==> src/common/shift_port_params.svh <==
// Register offsets, field positions, reset values and counts of the shift port
`ifndef SHIFT_PORT_PARAMS_SVH
`define SHIFT_PORT_PARAMS_SVH

`define ADDR_SHIFT_DATA     8'h9a
`define ADDR_TWO_WIRE_DATA  8'h9b
`define ADDR_SHIFT_CTRL     8'h9c
`define ADDR_SHIFT_STATUS   8'h9d
`define ADDR_TWO_WIRE_CTRL  8'h9e
`define ADDR_POWER_CTRL     8'hf1
`define ADDR_CLK_SRC_SEL    8'hf2

`define CTRL_CPOL           0
`define CTRL_CPHA           1
`define CTRL_MASTER         2
`define CTRL_SS_EN          3

`define TW_ONE_BIT          0
`define TW_I2C_MODE         1
`define TW_LSB_FIRST        2

`define PWR_SPI_PD          0

`define CLKSEL_SRC_MSB      2
`define CLKSEL_SW_SCK       3

`define STAT_COUNT_FLAG     4
`define STAT_START_STOP     5
`define STAT_FIFO_FULL      6
`define STAT_STRETCH        7

`define RST_POWER_DOWN      1'b1
`define RST_SW_SCK          1'b0

`define FULL_COUNT          4'h8
`define ONE_COUNT           4'h1

`endif

==> src/common/shift_port_pkg.sv <==
// Types shared by the shift port design
package shift_port_pkg;

  typedef enum logic [2:0] {
    SRC_SOFT      = 3'b000,
    SRC_WR_PULSE  = 3'b001,
    SRC_WR_TOGGLE = 3'b010,
    SRC_T0_PULSE  = 3'b011,
    SRC_T0_TOGGLE = 3'b100,
    SRC_T1_PULSE  = 3'b101,
    SRC_T1_TOGGLE = 3'b110
  } sck_source_type;

  typedef struct packed {
    logic [7:0] addr;
    logic [7:0] wrData;
    logic       wrEn;
    logic       rdEn;
  } sfr_req_type;

  typedef struct packed {
    logic ssEnable;
    logic master;
    logic cpha;
    logic cpol;
  } spi_mode_type;

  typedef struct packed {
    logic lsbFirst;
    logic i2cMode;
    logic oneBitCount;
  } wire_mode_type;

endpackage

==> src/design/spi_i2c_shift_port.sv <==
// Shared SPI / two-wire serial shift port with transmit FIFO and SFR access
//
// Functional notes
// RULE1 - SPI master/slave, duplex, CPOL, CPHA, order, select
// RULE2 - Receive on data in, transmit on data out
// RULE3 - Master drives clock from software or selected source
// RULE4 - Write strobe source: one low pulse per write
// RULE5 - Write toggle source: clock flips per write
// RULE6 - Timer pulse source: one high pulse per overflow
// RULE7 - Timer toggle source: clock flips per overflow
// RULE8 - Select high blocks shifting and counting
// RULE9 - Master holds select low through transaction; the port has no select output
// RULE10 - Slave drives data out only while selected
// RULE11 - Count interrupt when bit counter reaches eight
// RULE12 - Data register access clears count interrupt
// RULE13 - Bit counter readable in control register
// RULE14 - Power-down bit releases pins, disables port
// RULE15 - Unread byte: next transfer drops flag, overwrites
// RULE16 - Board joins data pins into open-drain line
// RULE17 - Start or stop sets separate interrupt
// RULE18 - Two-wire count on falling edge, reset events
// RULE19 - Count select: eight bits or one bit
// RULE20 - Hold clock low after count until written
// RULE21 - One-bit mode waits for acknowledge latch
// RULE22 - Two-wire: any rate, stretching, general call
// RULE23 - Two-wire data captured on rising clock
// RULE24 - Data write clears interrupt, releases clock
// RULE25 - One eight-bit register shifts both directions
`timescale 1ns/1ps
`include "shift_port_params.svh"

module shift_fifo #(
  parameter int WIDTH = 8,
  parameter int DEPTH = 8
) (
  // Clock and reset
  input  wire logic             core_clk,
  input  wire logic             rst,
  // Filling side
  input  wire logic             inValid,
  input  wire logic [WIDTH-1:0] inData,
  output      logic             inReady,
  // Draining side
  output      logic             outValid,
  output      logic [WIDTH-1:0] outData,
  input  wire logic             outReady
);
  localparam int AW = $clog2(DEPTH);

  logic [WIDTH-1:0] mem [DEPTH];
  logic [AW-1:0]    wrPtr_r;
  logic [AW-1:0]    rdPtr_r;
  logic [AW:0]      count_r;
  logic             push;
  logic             pop;

  assign inReady  = (count_r != (AW+1)'(DEPTH));
  assign outValid = (count_r != '0);
  assign outData  = mem[rdPtr_r];
  assign push     = inValid && inReady;
  assign pop      = outValid && outReady;

  always_ff @(posedge core_clk) begin
    if (push) begin
      mem[wrPtr_r] <= inData;
    end
  end

  always_ff @(posedge core_clk) begin
    if (rst) begin
      wrPtr_r <= '0;
      rdPtr_r <= '0;
      count_r <= '0;
    end else begin
      if (push) begin
        wrPtr_r <= (wrPtr_r == AW'(DEPTH - 1)) ? '0 : AW'(wrPtr_r + 1'b1);
      end
      if (pop) begin
        rdPtr_r <= (rdPtr_r == AW'(DEPTH - 1)) ? '0 : AW'(rdPtr_r + 1'b1);
      end
      if (push && !pop) begin
        count_r <= (AW+1)'(count_r + 1'b1);
      end else if (pop && !push) begin
        count_r <= (AW+1)'(count_r - 1'b1);
      end
    end
  end
endmodule

module spi_i2c_shift_port
  import shift_port_pkg::*;
#(
  parameter int FIFO_WIDTH = 8,
  parameter int FIFO_DEPTH = 8
) (
  // Clock and reset
  input  wire logic        core_clk,
  input  wire logic        rst,
  // Special function register port
  input  wire sfr_req_type sfrReq,
  output      logic [7:0]  sfrRdData,
  // Same-domain clock sources
  input  wire logic        timer0OverflowOut,
  input  wire logic        timer1OverflowOut,
  input  wire logic        externalDataMove,
  // Serial clock pin
  input  wire logic        sckIn,
  output      logic        sckOut,
  output      logic        sckOe,
  // Serial data and select pins
  input  wire logic        dataIn,
  output      logic        dataOut,
  output      logic        dataOe,
  input  wire logic        slaveSelectIn_n,
  // Status
  output      logic        countInterrupt,
  output      logic        startStopInterrupt,
  output      logic        txReady,
  output      logic        portActive
);

  spi_mode_type  spiMode_r;
  wire_mode_type wireMode_r;
  sck_source_type srcSel_r;
  logic          swSck_r;
  logic          powerDown_r;

  logic [2:0]    syncA_r;
  logic [2:0]    syncB_r;
  logic          sckS;
  logic          dinS;
  logic          ssS_n;
  logic          sckLast_r;
  logic          dinLast_r;
  logic          sckGen_r;

  logic [7:0]    shiftReg_r;
  logic [7:0]    rxData_r;
  logic [3:0]    bitCnt_r;
  logic          doutBit_r;
  logic          loaded_r;
  logic          countFlag_r;
  logic          startStopFlag_r;
  logic          stretch_r;
  logic          sckOut_r;
  logic          sckOe_r;
  logic          dataOut_r;
  logic          dataOe_r;
  logic          txReady_r;
  logic          portActive_r;
  logic [7:0]    sfrRdData_r;

  logic          dataWrite;
  logic          dataAccess;
  logic          sckNow;
  logic          rise;
  logic          fall;
  logic          leading;
  logic          trailing;
  logic          sampleEdge;
  logic          shiftEdge;
  logic          countEdge;
  logic          active;
  logic [3:0]    limit;
  logic [3:0]    cntNxt;
  logic          countHit;
  logic          startStop;
  logic [7:0]    shiftedIn;
  logic          fifoInReady;
  logic          fifoOutValid;
  logic [7:0]    fifoOutData;
  logic          loadNow;

  // Register port decode
  assign dataWrite  = sfrReq.wrEn && (sfrReq.addr == `ADDR_SHIFT_DATA ||
                                      sfrReq.addr == `ADDR_TWO_WIRE_DATA);
  assign dataAccess = (sfrReq.wrEn || sfrReq.rdEn) &&
                      (sfrReq.addr == `ADDR_SHIFT_DATA ||
                       sfrReq.addr == `ADDR_TWO_WIRE_DATA);

  always_ff @(posedge core_clk) begin
    if (rst) begin
      spiMode_r   <= '0;
      wireMode_r  <= '0;
      srcSel_r    <= SRC_SOFT;
      swSck_r     <= `RST_SW_SCK;
      powerDown_r <= `RST_POWER_DOWN;
    end else if (sfrReq.wrEn) begin
      unique case (sfrReq.addr)
        `ADDR_SHIFT_CTRL: begin
          spiMode_r.cpol     <= sfrReq.wrData[`CTRL_CPOL];     // see RULE1
          spiMode_r.cpha     <= sfrReq.wrData[`CTRL_CPHA];
          spiMode_r.master   <= sfrReq.wrData[`CTRL_MASTER];
          spiMode_r.ssEnable <= sfrReq.wrData[`CTRL_SS_EN];
        end
        `ADDR_TWO_WIRE_CTRL: begin
          wireMode_r.oneBitCount <= sfrReq.wrData[`TW_ONE_BIT]; // see RULE19
          wireMode_r.i2cMode     <= sfrReq.wrData[`TW_I2C_MODE];
          wireMode_r.lsbFirst    <= sfrReq.wrData[`TW_LSB_FIRST];
        end
        `ADDR_POWER_CTRL: begin
          powerDown_r <= sfrReq.wrData[`PWR_SPI_PD];           // see RULE14
        end
        `ADDR_CLK_SRC_SEL: begin
          srcSel_r <= sck_source_type'(sfrReq.wrData[`CLKSEL_SRC_MSB:0]);
          swSck_r  <= sfrReq.wrData[`CLKSEL_SW_SCK];
        end
        default: begin
        end
      endcase
    end
  end

  // Pin synchronisers; only the second stage is ever read
  always_ff @(posedge core_clk) begin
    if (rst) begin
      syncA_r <= 3'h7;
      syncB_r <= 3'h7;
    end else begin
      syncA_r <= {sckIn, dataIn, slaveSelectIn_n};
      syncB_r <= syncA_r;
    end
  end

  assign sckS  = syncB_r[2];
  assign dinS  = syncB_r[1];
  assign ssS_n = syncB_r[0];

  // Master clock generator
  always_ff @(posedge core_clk) begin
    if (rst) begin
      sckGen_r <= 1'b0;
    end else begin
      unique case (srcSel_r)
        SRC_SOFT:      sckGen_r <= swSck_r;                       // see RULE3
        SRC_WR_PULSE:  sckGen_r <= !externalDataMove;             // see RULE4
        SRC_WR_TOGGLE: sckGen_r <= sckGen_r ^ externalDataMove;   // see RULE5
        SRC_T0_PULSE:  sckGen_r <= timer0OverflowOut;             // see RULE6
        SRC_T0_TOGGLE: sckGen_r <= sckGen_r ^ timer0OverflowOut;  // see RULE7
        SRC_T1_PULSE:  sckGen_r <= timer1OverflowOut;             // see RULE6
        SRC_T1_TOGGLE: sckGen_r <= sckGen_r ^ timer1OverflowOut;  // see RULE7
        default:       sckGen_r <= spiMode_r.cpol;
      endcase
    end
  end

  // Edge detection; two-wire always watches the bus itself
  assign sckNow = (spiMode_r.master && !wireMode_r.i2cMode) ? sckGen_r : sckS;

  always_ff @(posedge core_clk) begin
    if (rst) begin
      sckLast_r <= 1'b1; // Matches synchroniser reset, no false edge
      dinLast_r <= 1'b1;
    end else begin
      sckLast_r <= sckNow;
      dinLast_r <= dinS;
    end
  end

  assign rise     = sckNow && !sckLast_r;
  assign fall     = !sckNow && sckLast_r;
  assign leading  = spiMode_r.cpol ? fall : rise;
  assign trailing = spiMode_r.cpol ? rise : fall;
  assign sampleEdge = wireMode_r.i2cMode ? rise                    // see RULE23
                    : (spiMode_r.cpha ? trailing : leading);       // see RULE1
  assign shiftEdge  = wireMode_r.i2cMode ? fall
                    : (spiMode_r.cpha ? leading : trailing);
  assign countEdge  = wireMode_r.i2cMode ? fall : sampleEdge;      // see RULE18

  // With select enabled, select high freezes the SPI shifter, whatever the role
  assign active = !powerDown_r &&
                  !(spiMode_r.ssEnable && ssS_n && !wireMode_r.i2cMode); // see RULE8

  assign limit  = (wireMode_r.i2cMode && wireMode_r.oneBitCount) ? `ONE_COUNT
                                                                   : `FULL_COUNT;
  assign cntNxt = (bitCnt_r >= limit) ? `ONE_COUNT : 4'(bitCnt_r + 4'h1);
  assign countHit = countEdge && active && (cntNxt == limit);     // see RULE11
  assign startStop = wireMode_r.i2cMode && !powerDown_r && sckS && sckLast_r &&
                     (dinS != dinLast_r);                         // see RULE17
  assign shiftedIn = wireMode_r.lsbFirst ? {dinS, shiftReg_r[7:1]}
                                         : {shiftReg_r[6:0], dinS};

  // Loading waits for a quiet cycle so an edge is never lost
  assign loadNow = fifoOutValid && !loaded_r && !powerDown_r &&
                   !sampleEdge && !shiftEdge;

  shift_fifo #(
    .WIDTH (FIFO_WIDTH),
    .DEPTH (FIFO_DEPTH)
  ) txFifo (
    .core_clk (core_clk),
    .rst      (rst),
    .inValid  (dataWrite),
    .inData   (sfrReq.wrData),
    .inReady  (fifoInReady),
    .outValid (fifoOutValid),
    .outData  (fifoOutData),
    .outReady (loadNow)
  );

  // Single shift register for both directions
  always_ff @(posedge core_clk) begin
    if (rst) begin
      shiftReg_r <= 8'h00;
      doutBit_r  <= 1'b1;
      loaded_r   <= 1'b0;
    end else if (loadNow) begin
      shiftReg_r <= fifoOutData;                                   // see RULE25
      doutBit_r  <= wireMode_r.lsbFirst ? fifoOutData[0] : fifoOutData[7];
      loaded_r   <= 1'b1;
    end else begin
      if (sampleEdge && active) begin
        shiftReg_r <= shiftedIn;                                   // see RULE2
      end
      if (countHit && wireMode_r.i2cMode) begin
        doutBit_r <= 1'b1;
      end else if (shiftEdge && active) begin
        doutBit_r <= wireMode_r.lsbFirst ? shiftReg_r[0] : shiftReg_r[7];
      end
      if (countHit) begin
        loaded_r <= 1'b0;
      end
    end
  end

  // Received byte is simply overwritten by the next one
  always_ff @(posedge core_clk) begin
    if (rst) begin
      rxData_r <= 8'h00;
    end else if (countHit) begin
      rxData_r <= wireMode_r.i2cMode ? shiftReg_r : shiftedIn;     // see RULE15
    end
  end

  always_ff @(posedge core_clk) begin
    if (rst || powerDown_r) begin
      bitCnt_r <= 4'h0;
    end else if (wireMode_r.i2cMode && (dataAccess || startStop)) begin
      bitCnt_r <= 4'h0;                                            // see RULE18
    end else if (countEdge && active) begin
      bitCnt_r <= cntNxt;
    end
  end

  // Flags: a new event beats a clear in the same cycle
  always_ff @(posedge core_clk) begin
    if (rst || powerDown_r) begin
      countFlag_r <= 1'b0;
    end else if (countHit) begin
      countFlag_r <= 1'b1;                                         // see RULE21
    end else if (dataAccess) begin
      countFlag_r <= 1'b0;                                         // see RULE12
    end else if (countEdge && active) begin
      countFlag_r <= 1'b0;                                         // see RULE15
    end
  end

  always_ff @(posedge core_clk) begin
    if (rst || powerDown_r) begin
      startStopFlag_r <= 1'b0;
    end else if (startStop) begin
      startStopFlag_r <= 1'b1;
    end else if (sfrReq.rdEn && sfrReq.addr == `ADDR_TWO_WIRE_CTRL) begin
      startStopFlag_r <= 1'b0;
    end
  end

  // Clock held low until software's byte reaches the shifter
  always_ff @(posedge core_clk) begin
    if (rst || powerDown_r) begin
      stretch_r <= 1'b0;
    end else if (countHit && wireMode_r.i2cMode) begin
      stretch_r <= 1'b1;                                           // see RULE20
    end else if (loadNow) begin
      stretch_r <= 1'b0;                                           // see RULE24
    end
  end

  // Pin drive; open-drain lines only ever pull low
  always_ff @(posedge core_clk) begin
    if (rst || powerDown_r) begin
      sckOut_r  <= 1'b0;
      sckOe_r   <= 1'b0;                                           // see RULE14
      dataOut_r <= 1'b0;
      dataOe_r  <= 1'b0;
    end else if (wireMode_r.i2cMode) begin
      sckOut_r  <= 1'b0;
      sckOe_r   <= stretch_r || (spiMode_r.master && !sckGen_r);   // see RULE22
      dataOut_r <= 1'b0;
      dataOe_r  <= !doutBit_r;
    end else begin
      sckOut_r  <= sckGen_r;
      sckOe_r   <= spiMode_r.master;                               // see RULE3
      dataOut_r <= doutBit_r;
      dataOe_r  <= spiMode_r.master || !spiMode_r.ssEnable || !ssS_n; // see RULE10
    end
  end

  always_ff @(posedge core_clk) begin
    if (rst) begin
      txReady_r    <= 1'b0;
      portActive_r <= 1'b0;
    end else begin
      txReady_r    <= fifoInReady;
      portActive_r <= !powerDown_r;
    end
  end

  // Read data; unmapped offsets read zero
  always_ff @(posedge core_clk) begin
    if (rst) begin
      sfrRdData_r <= 8'h00;
    end else if (sfrReq.rdEn) begin
      unique case (sfrReq.addr)
        `ADDR_SHIFT_DATA, `ADDR_TWO_WIRE_DATA: sfrRdData_r <= rxData_r;
        `ADDR_SHIFT_CTRL:    sfrRdData_r <= {bitCnt_r, spiMode_r};  // see RULE13
        `ADDR_SHIFT_STATUS:  sfrRdData_r <= {stretch_r, !fifoInReady, startStopFlag_r,
                                             countFlag_r, bitCnt_r};
        `ADDR_TWO_WIRE_CTRL: sfrRdData_r <= {5'h00, wireMode_r};
        `ADDR_POWER_CTRL:    sfrRdData_r <= {7'h00, powerDown_r};
        `ADDR_CLK_SRC_SEL:   sfrRdData_r <= {4'h0, swSck_r, srcSel_r};
        default:             sfrRdData_r <= 8'h00;
      endcase
    end
  end

  assign sfrRdData          = sfrRdData_r;
  assign sckOut             = sckOut_r;
  assign sckOe              = sckOe_r;
  assign dataOut            = dataOut_r;
  assign dataOe             = dataOe_r;
  assign countInterrupt     = countFlag_r;
  assign startStopInterrupt = startStopFlag_r;
  assign txReady            = txReady_r;
  assign portActive         = portActive_r;

endmodule

==> config.mk <==
export PLATFORM = sky130hd
export DESIGN_NAME = spi_i2c_shift_port
export DESIGN_NICKNAME = d
export VERILOG_FILES = /design/src/common/shift_port_pkg.sv /design/src/design/spi_i2c_shift_port.sv
export VERILOG_INCLUDE_DIRS = /design/src /design/src/common
export SDC_FILE = /design/constraint.sdc
export NUM_CORES = 1
export LEC_CHECK = 0
export BUFFER_PORTS_ARGS = -buffer_cell sky130_fd_sc_hd__buf_4
export CORE_UTILIZATION = 25
export DETAILED_ROUTE_END_ITERATION = 8
export SLEW_MARGIN = 20
export SYNTH_ARGS = -nofsm -noshare
export SYNTH_HDL_FRONTEND = slang
export SYNTH_SLANG_ARGS = --single-unit
==> constraint.sdc <==
create_clock -name core_clk -period 6.5 [get_ports core_clk]
set_clock_uncertainty 0.15 [all_clocks]
set_input_delay 0.65 -clock core_clk [delete_from_list [all_inputs] [get_ports core_clk]]
set_output_delay 0.65 -clock core_clk [all_outputs]
set_load 0.02 [all_outputs]
==> implementation parameters, run 1 <==
Parameter                              Value

Clock tree
  Post-cts sizing count ... 0
  Root Driver ... sky130_fd_sc_hd__clkbuf_16
  Total clock sinks ... between 100 and 150
  Skew-Pair Late Insertion Delay ... just over 0.4 ns
  Clock transition at path regs ... 0.06 ns
  Post-cts hold buffer count ... 0
  CTS H-tree depth ... 4
  CTS tree ... done
  Clock Path Buffers ... 2
  Number of clock buffers inserted by TritonCTS ... 17
  Number of setup buffers added after CTS ... 0

Die
  Row Count ... between 50 and 60
  Io pins ... 42
  Horizontal extent of the die ... between 150 and 200 um
  Area of the core ... roughly 23,000 sq um
  Starting Density ... 25.5%
  Overall die area ... around 25,000 sq um
  Height of the die ... approximately 160 um

Power
  Maximum resistive drop on vdd ... 157 uV
  Power density of the placed cells ... 261 nW/um^2
  Static leakage ... 2.38 nW

Yosys
  Number of warnings printed during yosys synthesis ... 0
  Flop and latch count out of synthesis ... ~140
  Synth Area per Inst ... about 12 sq um
  Instance count of the mapped netlist ... approximately 500
  Predominant post-synthesis flop cell ... sky130_fd_sc_hd__dfxtp_1
  Post-synthesis sequential area ratio ... 56.6%
  Async SR Flop Fraction ... 0%
  Net count after synthesis ... 538
  Post-synth EDFFs ... between 60 and 70
  Number of distinct standard cells referenced by the synthesized netlist ... slightly above 60
  Total standard cell area after synthesis ... ~6000 sq um

Timing
  Worst slew pin tran ... a little under 1 ns
  Max-slew violations ... 0
  Fin crit share ... about 62%
  Unrepaired setup endpoints after global routing ... false
  Final setup violation count ... 0
  Accumulated negative setup slack ... 0 ns
  Post-layout minimum cycle time ... between 4 and 5 ns
  Slew Limit Headroom ... about a third
  Number of endpoints with negative hold slack in the final report ... 0
  Max Freq ... 248 MHz

Setup path
  Max FO, Critical Path ... 33
  Worst Setup SP ... wireMode_r[1]
  Arrival time at the worst endpoint ... between 4 and 5 ns
  Crit Path Class ... flop to flop
  Path depth of the worst reg2reg path ... 13
  Capturing element type of the critical path ... flop
  Critical path startpoint category ... flop
  CP required ... between 6 and 7 ns
  Reg-to-reg critical path startpoint ... wireMode_r[1]
  R2R setup slack ... 2.47 ns
  R2R Path End ... txFifo.count_r[3]

Global route
  Via count of the first global-routing pass ... 3,848
  Maximum number of pins on one net before global-route repair ... 55
  Global-route wire length before repair ... about 21 mm
  All-Layer GR Usage ... roughly 12%
  Final global-route overflow total ... 0
  Antenna violations before repair ... 0

Detailed routing
  Antenna violation net count after detailed routing ... 0
  Total via count after detailed routing ... 3,953
  DRT Pass-1 Iters ... 5
  Average vias per placed instance ... 4.53
  Detailed-route wire length ... between 10 and 15 mm
  Initial DRC count ... approximately 340
  Remaining design rule violation count ... 0
  DR WL/cell ... approximately 15 um

Hold path
  Hold Crit Start ... syncA_r[0]
  Worst Hold Class ... flop to flop
  End point of the worst hold path ... syncB_r[0]
  Number of cells on the worst hold path ... 1

Job
  Max-cap violation count ... 0

Placement
  Count of buffers inserted at the top-level ports ... 41
  Post-DP HPWL ... a little over 9 mm
  Placed cells ... approximately 840
  GP Congestion ... between 0.8 and 0.9

Layout
  Final core utilization ... 30.7%
  Nets ... a little under 600
  Fraction of layout instances using a drive strength above 1 ... a little over a fifth
  Number of antenna repair diodes ... 0
  Commonest cells after routing, fill and taps aside ... 73 x sky130_fd_sc_hd__dfxtp_1, 64 x sky130_fd_sc_hd__edfxtp_1, 53 x sky130_fd_sc_hd__nand2_1
  Number of fillers in the final layout ... between 2,000 and 2,500
  Area growth syn-to-layout ... 20.4%
  Leading cell type in the layout, fill and taps excluded ... sky130_fd_sc_hd__dfxtp_1
  Non-filler cells in the finished layout ... between 800 and 900

Outcome
  Outcome ... complete, no violations
==> registers in the layout, indices dropped and copies added (netlist names), 3 cells and up, named ones only <==
register and flops:
bitCnt_r 4, rxData_r 8, sfrRdData 8, shiftReg_r 8, spiMode_r 4, srcSel_r 3
syncA_r 3, syncB_r 3, txFifo.count_r 4, txFifo.mem 64, txFifo.rdPtr_r 3, txFifo.wrPtr_r 3
wireMode_r 3
==> layout make-up <==
class                      instances  area (sq um)  share of cell area, %
multi-input combinational        329          2460                   34.2
sequential                       137          3380                   47.0
timing repair buffer              47           353                   4.90
inverter                           9          33.8                  0.469
clock buffer                      17           425                   5.91
clock inverter                    15           148                   2.05
tap                              319           399                   5.54
==> cells in the mapped netlist (4+ instances only) <==
master	n	share of area (%)
sky130_fd_sc_hd__nor2b_1	4	0.42
sky130_fd_sc_hd__o22a_1	6	0.88
sky130_fd_sc_hd__nor3_1	9	0.75
sky130_fd_sc_hd__dfxtp_1	73	24
sky130_fd_sc_hd__or2_2	9	0.94
sky130_fd_sc_hd__mux2i_1	32	5.4
sky130_fd_sc_hd__inv_1	8	0.50
sky130_fd_sc_hd__xor2_1	4	0.59
sky130_fd_sc_hd__clkbuf_1	19	1.2
sky130_fd_sc_hd__nand3_1	21	1.8
sky130_fd_sc_hd__a211oi_1	5	0.63
sky130_fd_sc_hd__ha_1	9	1.9
sky130_fd_sc_hd__a22o_1	8	1.2
sky130_fd_sc_hd__a21oi_1	37	3.1
sky130_fd_sc_hd__o21ai_0	14	1.2
sky130_fd_sc_hd__mux4_2	17	6.4
sky130_fd_sc_hd__nor2_1	29	1.8
sky130_fd_sc_hd__edfxtp_1	64	32
sky130_fd_sc_hd__nand2b_1	5	0.52
sky130_fd_sc_hd__xnor2_1	5	0.73
sky130_fd_sc_hd__nand2_1	53	3.3
sky130_fd_sc_hd__a22oi_1	9	1.1
sky130_fd_sc_hd__buf_2	4	0.33
==> how the worst max path moves through the flow <==
| stage | end | slack (ns) | cells past startpoint |
|---|---|---|---|
| 2_1_floorplan | txFifo.count_r[3] | 3.19 | 12 |
| 3_3_place_gp | txFifo.count_r[3] | 2.56 | 13 |
| 3_5_place_dp | txFifo.count_r[3] | 2.47 | 13 |
| 4_1_cts | txFifo.count_r[3] | 2.46 | 13 |
| 5_1_grt | txFifo.count_r[3] | 2.19 | 13 |
| 6_report | txFifo.count_r[3] | 2.47 | 13 |
==> stage by stage <==
step                      area [sq um]  hold WS, ns  total power (W)  setup slack, ns
after floorplan                   5980        0.239         0.000944             3.19
after global placement            6630        0.248         0.000971             2.56
after detailed placement          6630        0.248         0.000972             2.47
after CTS                         7200        0.247          0.00190             2.46
after global routing              7200        0.260          0.00193             2.19
final                             7200        0.259          0.00188             2.47
==> power by group <==
part | leakage, nW | switching [W] | internal (W)
combinational | 0.942 | 0.0000270 | 0.0000184
sequential | 1.17 | 0.00000212 | 0.000904
clock | 0.274 | 0.000415 | 0.000510
==> worst max-delay path: stages, from the launching register on <==
cell and delay, ns:
sky130_fd_sc_hd__dfxtp_1 0.91, sky130_fd_sc_hd__nor2b_1 0.15, sky130_fd_sc_hd__mux2_4 0.38, sky130_fd_sc_hd__xor2_1 0.17, sky130_fd_sc_hd__nor4_4 0.38, sky130_fd_sc_hd__inv_2 0.26
sky130_fd_sc_hd__ha_1 0.29, sky130_fd_sc_hd__inv_1 0.13, sky130_fd_sc_hd__ha_1 0.25, sky130_fd_sc_hd__a21o_1 0.18, sky130_fd_sc_hd__a21oi_1 0.17, sky130_fd_sc_hd__xnor2_1 0.09
sky130_fd_sc_hd__or3_1 0.31, sky130_fd_sc_hd__a21oi_1 0.13
==> kinds of logic after synthesis <==
group / synth area share [%]
compound gates: 11.3
xor+xnor: 1.32
fa+ha+maj: 2.41
buf+inv: 2.47
flops: 56.6
mux: 12.4
simple gates: 13.5
==> layer usage <==
layer	vias up	track usage (%)	share of wire [%]
li1	1965	-	-
met4	0	4.39	1.2
met5	-	0	0
met1	1903	15.0	47
met2	75	18.9	48
met3	10	2.30	3.4
(Power assumes the default switching activity.)
==> run 2: changes to the inputs <==
Settings changed: ABC_AREA from default to 1.
Clock period 6.5 ns to 4 ns, I/O delays scaled along.
==> implementation parameters, run 2 <==
Parameter                              Value

Placement
  Cell area after placement ... 6870 sq um (+3.6%)
  Count of buffers inserted at the top-level ports ... 41 (unchanged)
  Post-DP HPWL ... 10.4 mm (+15%)
  GP Congestion ... 0.845 (+3.8%)

Layout
  Max FFs per register ... 64 (unchanged)
  Area growth syn-to-layout ... 20.2%
  Number of fillers in the final layout ... 2,506 (+7.2%)
  Leading cell type in the layout, fill and taps excluded ... sky130_fd_sc_hd__nand2_1
  Largest reg by FF count ... txFifo.mem
  Commonest cells after routing, fill and taps aside ... 117 x sky130_fd_sc_hd__nand2_1, 74 x sky130_fd_sc_hd__o21ai_0, 73 x sky130_fd_sc_hd__dfxtp_1
  Final instance area ... 7470 sq um (+3.7%)
  Nets ... 763 (+32%)
  Fraction of layout instances using a drive strength above 1 ... 17.6% (-3.9 points)
  Number of antenna repair diodes ... 0 (unchanged)

Setup path
  Slowest cell delay on critical path ... 0.40 ns (-0.51 ns)
  CP required ... 4.16 ns (-2.53 ns)
  R2R setup slack ... 0.91 ns (-1.56 ns)
  Crit Path Class ... flop to flop
  Capturing element type of the critical path ... flop
  Max FO, Critical Path ... 15 (-55%)
  Worst Setup SP ... txFifo.count_r[0]
  Cell type group with the largest total delay on the critical path ... simple AND/OR/NAND/NOR gates
  Cells traversed along the worst timing path ... or2_2 -> nor3_1 -> nor3_1 -> inv_1 -> nor2_2 -> nand2_4 -> ha_1 -> inv_1 -> ha_1 -> and3_1 -> a211oi_1 -> nor2_1 -> nor2_1 -> nand2_1 -> o21ai_0 -> a21oi_1
  Slowest library cell on the worst path ... sky130_fd_sc_hd__dfxtp_1
  Critical path startpoint category ... flop
  Reg-to-reg critical path startpoint ... txFifo.count_r[0]
  Arrival time at the worst endpoint ... 3.25 ns (-0.97 ns)
  Bufs and invs on worst path ... 2 (unchanged)

Timing
  Fin crit share ... 77.3% (+15 points)
  Slew Limit Headroom ... 38.4% (+3.6 points)
  Unrepaired setup endpoints after global routing ... false
  Max Freq ... 323 MHz (+30%)
  Worst slew pin tran ... 0.924 ns (-0.0535 ns)
  Post-layout minimum cycle time ... 3.09 ns (-0.937 ns)
  Final setup violation count ... 0 (unchanged)
  Max-slew violations ... 0 (unchanged)
  Number of endpoints with negative hold slack in the final report ... 0 (unchanged)
  Accumulated negative setup slack ... 0 ns (unchanged)

Detailed routing
  Met3 wire length ... 644 um (+40%)
  Routed metal-1 wirelength ... 6.87 mm (+9.9%)
  Detailed-routed wire length on met2 ... 7.46 mm (+16%)
  DRT Pass-1 Iters ... 5 (unchanged)
  Antenna violation net count after detailed routing ... 0 (unchanged)
  Average vias per placed instance ... 4.65 (+2.6%)
  Initial DRC count ... 249 (-26%)
  DR WL/cell ... 14.2 um (-6.7%)
  Remaining design rule violation count ... 0 (unchanged)
  Total via count after detailed routing ... 4,944 (+25%)
  Detailed-route wire length ... 15.1 mm (+14%)
  Max Used Layer ... met4

Die
  Row Count ... 57 (+1.8%)
  Io pins ... 42 (unchanged)
  Area of the core ... 24,300 sq um (+3.6%)
  Height of the die ... 160 um (+1.9%)
  Overall die area ... 25,500 sq um (+3.8%)
  Starting Density ... 25.5% (+0.064 points)
  Horizontal extent of the die ... 160 um (+1.9%)

Power
  Maximum resistive drop on vdd ... 263 uV (+68%)
  Overall power consumption ... 0.00315 W (+68%)
  Power density of the placed cells ... 422 nW/um^2 (+62%)
  Static leakage ... 2.71 nW (+14%)

Yosys
  Post-synth EDFFs ... 64 (unchanged)
  Instance count of the mapped netlist ... 683 (+36%)
  Synth Area per Inst ... 9.10 sq um (-24%)
  Number of distinct standard cells referenced by the synthesized netlist ... 46 (-25%)
  Top post-synthesis cells by count ... 117 x sky130_fd_sc_hd__nand2_1, 74 x sky130_fd_sc_hd__o21ai_0, 73 x sky130_fd_sc_hd__dfxtp_1, 64 x sky130_fd_sc_hd__edfxtp_1, 60 x sky130_fd_sc_hd__a21oi_1
  Cell with the most instances after synthesis ... sky130_fd_sc_hd__nand2_1
  Predominant post-synthesis flop cell ... sky130_fd_sc_hd__dfxtp_1
  Total standard cell area after synthesis ... 6210 sq um (+3.9%)
  Post-synthesis sequential area ratio ... 54.5% (-2.1 points)
  Async SR Flop Fraction ... 0% (unchanged)
  Number of warnings printed during yosys synthesis ... 0 (unchanged)
  Ranking of synthesized cells by area ... sky130_fd_sc_hd__edfxtp_1 31%, sky130_fd_sc_hd__dfxtp_1 24%, sky130_fd_sc_hd__nand2_1 7.1%, sky130_fd_sc_hd__o21ai_0 6.0%, sky130_fd_sc_hd__a21oi_1 4.8%
  Post-synth top area cell ... sky130_fd_sc_hd__edfxtp_1
  Net count after synthesis ... 719 (+34%)
  Flop and latch count out of synthesis ... 137 (unchanged)
  Area fraction of the dominant cell type after synthesis ... 30.9% (-1.2 points)

Clock tree
  Number of clock buffers inserted by TritonCTS ... 17 (unchanged)
  Root Driver ... sky130_fd_sc_hd__clkbuf_16
  Skew-Pair Late Insertion Delay ... 0.42 ns (about the same)
  CTS H-tree depth ... 4 (unchanged)
  Clock transition at path regs ... 0.06 ns (about the same)
  Total clock sinks ... 137 (unchanged)
  Clock Path Buffers ... 2 (unchanged)
  Post-cts hold buffer count ... 0 (unchanged)
  CTS tree ... done
  Number of setup buffers added after CTS ... 0 (unchanged)
  Post-cts sizing count ... 0 (unchanged)

Hold path
  Worst Hold Class ... input pin to flop
  Hold Crit Start ... sckIn

Global route
  Maximum number of pins on one net before global-route repair ... 39 (-29%)
  All-Layer GR Usage ... 12.1% (+0.52 points)
  Final global-route overflow total ... 0 (unchanged)
  Global-route wire length before repair ... 24.4 mm (+14%)
  Antenna violations before repair ... 0 (unchanged)
  Via count of the first global-routing pass ... 4,633 (+20%)

Outcome
  Outcome ... complete, no violations

Job
  Max-cap violation count ... 0 (unchanged)
## run 2: changes by cell type after synthesis, moves of 7 or more
| cell | before | now |
|---|---|---|
| sky130_fd_sc_hd__nor3_1 | 9 | 16 |
| sky130_fd_sc_hd__mux2i_1 | 32 | 1 |
| sky130_fd_sc_hd__nand3_2 | 1 | 9 |
| sky130_fd_sc_hd__nand2_1 | 53 | 117 |
| sky130_fd_sc_hd__a22o_1 | 8 | 0 |
| sky130_fd_sc_hd__nand2_2 | 0 | 7 |
| sky130_fd_sc_hd__o22ai_1 | 0 | 12 |
| sky130_fd_sc_hd__a22oi_1 | 9 | 0 |
| sky130_fd_sc_hd__nand3_1 | 21 | 42 |
| sky130_fd_sc_hd__nor2_1 | 29 | 56 |
| sky130_fd_sc_hd__o21ai_0 | 14 | 74 |
| sky130_fd_sc_hd__inv_1 | 8 | 50 |
| sky130_fd_sc_hd__a21oi_1 | 37 | 60 |
| sky130_fd_sc_hd__mux4_2 | 17 | 0 |
## run 2: cell type report
| type | count | area [sq um] | area share [%] |
|---|---|---|---|
| clock buffers | 17 | 425 | 5.70 |
| flip-flops and latches | 137 | 3380 | 45.3 |
| inverters | 58 | 228 | 3.05 |
| repair buffers | 51 | 383 | 5.13 |
| multi-input cells | 462 | 2470 | 33.1 |
| well taps | 324 | 405 | 5.43 |
| clock inverters | 15 | 175 | 2.35 |
## run 2: worst paths after layout
kind / cells past startpoint / endpoint
worst min register to register: 1 / syncB_r[0]
worst max-delay path: 16 / txFifo.count_r[3]
worst max register to register: 16 / txFifo.count_r[3]
worst min-delay path: 2 / syncA_r[2]
## run 2: per-layer routing
metal,GRT usage [%],vias to the layer above
met2,20.3,123
met1,15.6,2348
met5,0,-
li1,-,2464
met4,3.67,0
met3,2.39,9
## run 2: power breakdown
group / internal [W] / switching [W] / total [W] / leakage (nW)
Combinational: 0.0000288 / 0.0000499 / 0.0000787 / 1.25
Clock: 0.000943 / 0.000656 / 0.00160 / 0.298
Sequential: 0.00147 / 0.00000279 / 0.00147 / 1.17
Total: 0.00244 / 0.000709 / 0.00315 / 2.71
## run 2: logic make-up (layout without fill, tap and decap cells)
family | after synthesis | in the layout | share of synthesized area, %
AO/OA/AOI/OAI | 172 | 172 | 15.8
XOR/XNOR | 3 | 3 | 0.423
adder cells (fa/ha/maj) | 10 | 10 | 2.13
buffers and inverters | 84 | 141 | 5.78
flip-flops | 137 | 137 | 54.5
multiplexers | 1 | 1 | 0.161
AND/OR/NAND/NOR | 276 | 276 | 21.2
## run 2: metrics by stage
step / cells / hold WS [ns] / utilization (%) / worst slack, ns
after floorplan: 683 / 0.239 / - / 1.11
after global placement: 1032 / 0.246 / 28.2 / 0.881
after detailed placement: 1032 / 0.248 / 28.2 / 0.769
after global routing: 1064 / 0.00276 / 30.7 / 0.583
after CTS: 1064 / 0.00554 / 30.7 / 0.890
final: 1064 / 0.00982 / 30.7 / 0.907
==> run 3: changes to the inputs <==
Clock period 4 ns to 3.2 ns, I/O delays scaled along.
==> implementation parameters, run 3 (same netlist as run 2, synthesis figures left out) <==
Parameter                              Value

Setup path
  Crit Path Class ... flop to flop
  Slowest cell delay on critical path ... 0.43 ns (+0.03 ns)
  Critical path startpoint category ... flop
  R2R Path End ... txFifo.count_r[3]
  R2R setup slack ... 0.24 ns (-0.67 ns)
  CP required ... 3.36 ns (-0.80 ns)
  Capturing element type of the critical path ... flop
  Arrival time at the worst endpoint ... 3.12 ns (-0.13 ns)
  Reg-to-reg critical path startpoint ... wireMode_r[1]
  Worst Setup SP ... wireMode_r[1]
  Max FO, Critical Path ... 8 (-7)
  Path depth of the worst reg2reg path ... 19 (+3)
  Termination of the worst setup path ... txFifo.count_r[3]
  Slowest library cell on the worst path ... sky130_fd_sc_hd__dfxtp_1
  Cells traversed along the worst timing path ... inv_8 -> nand2_2 -> nand2_4 -> nand4_1 -> nand3_1 -> nand3_1 -> nand2_2 -> nor2_2 -> nand2_4 -> ha_1 -> inv_1 -> ha_1 -> and3_1 -> a211oi_1 -> nor2_1 -> nor2_1 -> nand2_1 -> o21ai_0 -> a21oi_1

Layout
  Largest reg by FF count ... txFifo.mem
  Max FFs per register ... 64 (unchanged)
  Number of fillers in the final layout ... 2,501 (-0.20%)
  Leading cell type in the layout, fill and taps excluded ... sky130_fd_sc_hd__nand2_1
  Number of antenna repair diodes ... 0 (unchanged)
  Fraction of layout instances using a drive strength above 1 ... 18.1% (+0.49 points)
  Nets ... 776 (+1.7%)
  Area growth syn-to-layout ... 21.3%
  Commonest cells after routing, fill and taps aside ... 117 x sky130_fd_sc_hd__nand2_1, 74 x sky130_fd_sc_hd__o21ai_0, 73 x sky130_fd_sc_hd__dfxtp_1

Die
  Height of the die ... 160 um (unchanged)
  Row Count ... 57 (unchanged)
  Horizontal extent of the die ... 160 um (unchanged)
  Area of the core ... 24,300 sq um (unchanged)
  Starting Density ... 25.5% (unchanged)
  Overall die area ... 25,500 sq um (unchanged)
  Io pins ... 42 (unchanged)

Power
  Switching share of power ... 23.5% (+1.0 points)
  Overall power consumption ... 0.00379 W (+20%)
  Static leakage ... 2.74 nW (+1.0%)
  Internal power contribution ... 0.00290 W (+19%)
  Maximum resistive drop on vdd ... 318 uV (+21%)
  Part of the power in combinational logic ... 2.8% (+0.3 points)
  Switching component of the power ... 0.000890 W (+26%)
  Power density of the placed cells ... 502 nW/um^2 (+19%)
  Sequential group share of total power ... 48.6% (+1.9 points)
  Clock network power share ... 48.6% (-2.2 points)

Clock tree
  Root Driver ... sky130_fd_sc_hd__clkbuf_16
  CTS H-tree depth ... 4 (unchanged)
  CTS tree ... done
  Clock transition at path regs ... 0.06 ns (about the same)
  Clock Path Buffers ... 2 (unchanged)
  Total clock sinks ... 137 (unchanged)
  Skew-Pair Late Insertion Delay ... 0.43 ns (about the same)
  Post-cts sizing count ... 0 (unchanged)
  Number of clock buffers inserted by TritonCTS ... 17 (unchanged)
  Number of setup buffers added after CTS ... 0 (unchanged)

Detailed routing
  Detailed-route wire length ... 15.3 mm (+1.2%)
  Antenna violation net count after detailed routing ... 0 (unchanged)
  Average vias per placed instance ... 4.61 (-0.79%)
  Initial DRC count ... 398 (+60%)
  Total via count after detailed routing ... 4,965 (+0.42%)
  DRT Pass-1 Iters ... 5 (unchanged)
  DR WL/cell ... 14.2 um (about the same)
  Remaining design rule violation count ... 0 (unchanged)

Timing
  Max Freq ... 338 MHz (+4.5%)
  Worst slew pin tran ... 0.722 ns (-0.201 ns)
  Number of endpoints with negative hold slack in the final report ... 0 (unchanged)
  Slew Limit Headroom ... 51.8% (+13 points)
  Post-layout minimum cycle time ... 2.96 ns (-0.133 ns)
  Max-slew violations ... 0 (unchanged)
  Setup slack after layout ... 0.240 ns (-0.667 ns)
  Accumulated negative setup slack ... 0 ns (unchanged)
  Unrepaired setup endpoints after global routing ... false
  Fin crit share ... 92.5% (+15 points)
  Final setup violation count ... 0 (unchanged)

Global route
  Final global-route overflow total ... 0 (unchanged)
  Via count of the first global-routing pass ... 4,782 (+3.2%)
  Antenna violations before repair ... 0 (unchanged)
  All-Layer GR Usage ... 12.4% (+0.31 points)
  Maximum number of pins on one net before global-route repair ... 39 (unchanged)
  Global-route wire length before repair ... 24.6 mm (+0.85%)

Placement
  Count of buffers inserted at the top-level ports ... 41 (unchanged)
  Post-DP HPWL ... 10.5 mm (+1.2%)
  GP Congestion ... 0.870 (+2.9%)
  Post-placement setup slack ... 0.234 ns (-0.535 ns)

Job
  Max-cap violation count ... 0 (unchanged)

Outcome
  Outcome ... complete, no violations

Hold path
  Worst Hold Class ... input pin to flop
run 3: worst max-delay path, delay by kind of cell (launching register included):
| family | cells | cell delay [ns] |
|---|---|---|
| AOI/OAI and AO/OA | 3 | 0.46 |
| adders and majority gates | 2 | 0.50 |
| buffers and inverters | 2 | 0.20 |
| DFF | 1 | 0.43 |
| and+or+nand+nor | 12 | 1.11 |
run 3: per-layer routing:
metal / track usage [%] / share of wire [%] / vias to the layer above
met5: 0 / 0 / -
met3: 2.13 / 4.1 / 24
met4: 5.77 / 2.4 / 0
met2: 20.6 / 48 / 112
met1: 15.6 / 45 / 2342
li1: - / - / 2487
run 3: worst min path at each step:
stage / startpoint / to / slack (ns) / cells after the start
2_1_floorplan: syncA_r[0] / syncB_r[0] / 0.24 / 1
3_5_place_dp: syncA_r[0] / syncB_r[0] / 0.25 / 1
6_report: sfrReq[3] / txFifo.mem[1][1] / 0.03 / 1
3_3_place_gp: syncA_r[1] / syncB_r[1] / 0.25 / 1
4_1_cts: sfrReq[3] / txFifo.mem[3][1] / 0.03 / 1
5_1_grt: sfrReq[5] / txFifo.mem[1][3] / 0.05 / 1
run 3: power groups by stage:
stage,combinational [W],sequential [W],clock [W]
floorplan,0.0000431,0.00188,0
global placement,0.0000995,0.00188,0
detailed placement,0.000101,0.00188,0
CTS,0.000108,0.00184,0.00187
global route,0.000119,0.00184,0.00195
finish,0.000106,0.00184,0.00184
run 3: repair_timing:
action / in CTS / in global routing
hold buffers: 7 / 0
hold endpoints to repair: 35 / 0
endpoints found under the setup margin: 0 / 0
run 3: layout make-up:
type / instances / area, sq um / area share (%)
sequential: 137 / 3380 / 44.9
multi-input combinational: 462 / 2470 / 32.8
timing repair buffer: 64 / 498 / 6.61
clock buffer: 17 / 425 / 5.64
tap: 324 / 405 / 5.38
inverter: 58 / 228 / 3.02
clock inverter: 15 / 129 / 1.71
run 3: per-stage QoR:
step,instance area [sq um],instances,utilization [%],hold slack [ns]
6_report,7540,1077,31.0,0.0339
5_1_grt,7540,1077,31.0,0.0456
4_1_cts,7540,1077,31.0,0.0289
3_5_place_dp,6910,1038,28.4,0.253
3_3_place_gp,6910,1038,28.4,0.254
2_1_floorplan,6210,683,-,0.239
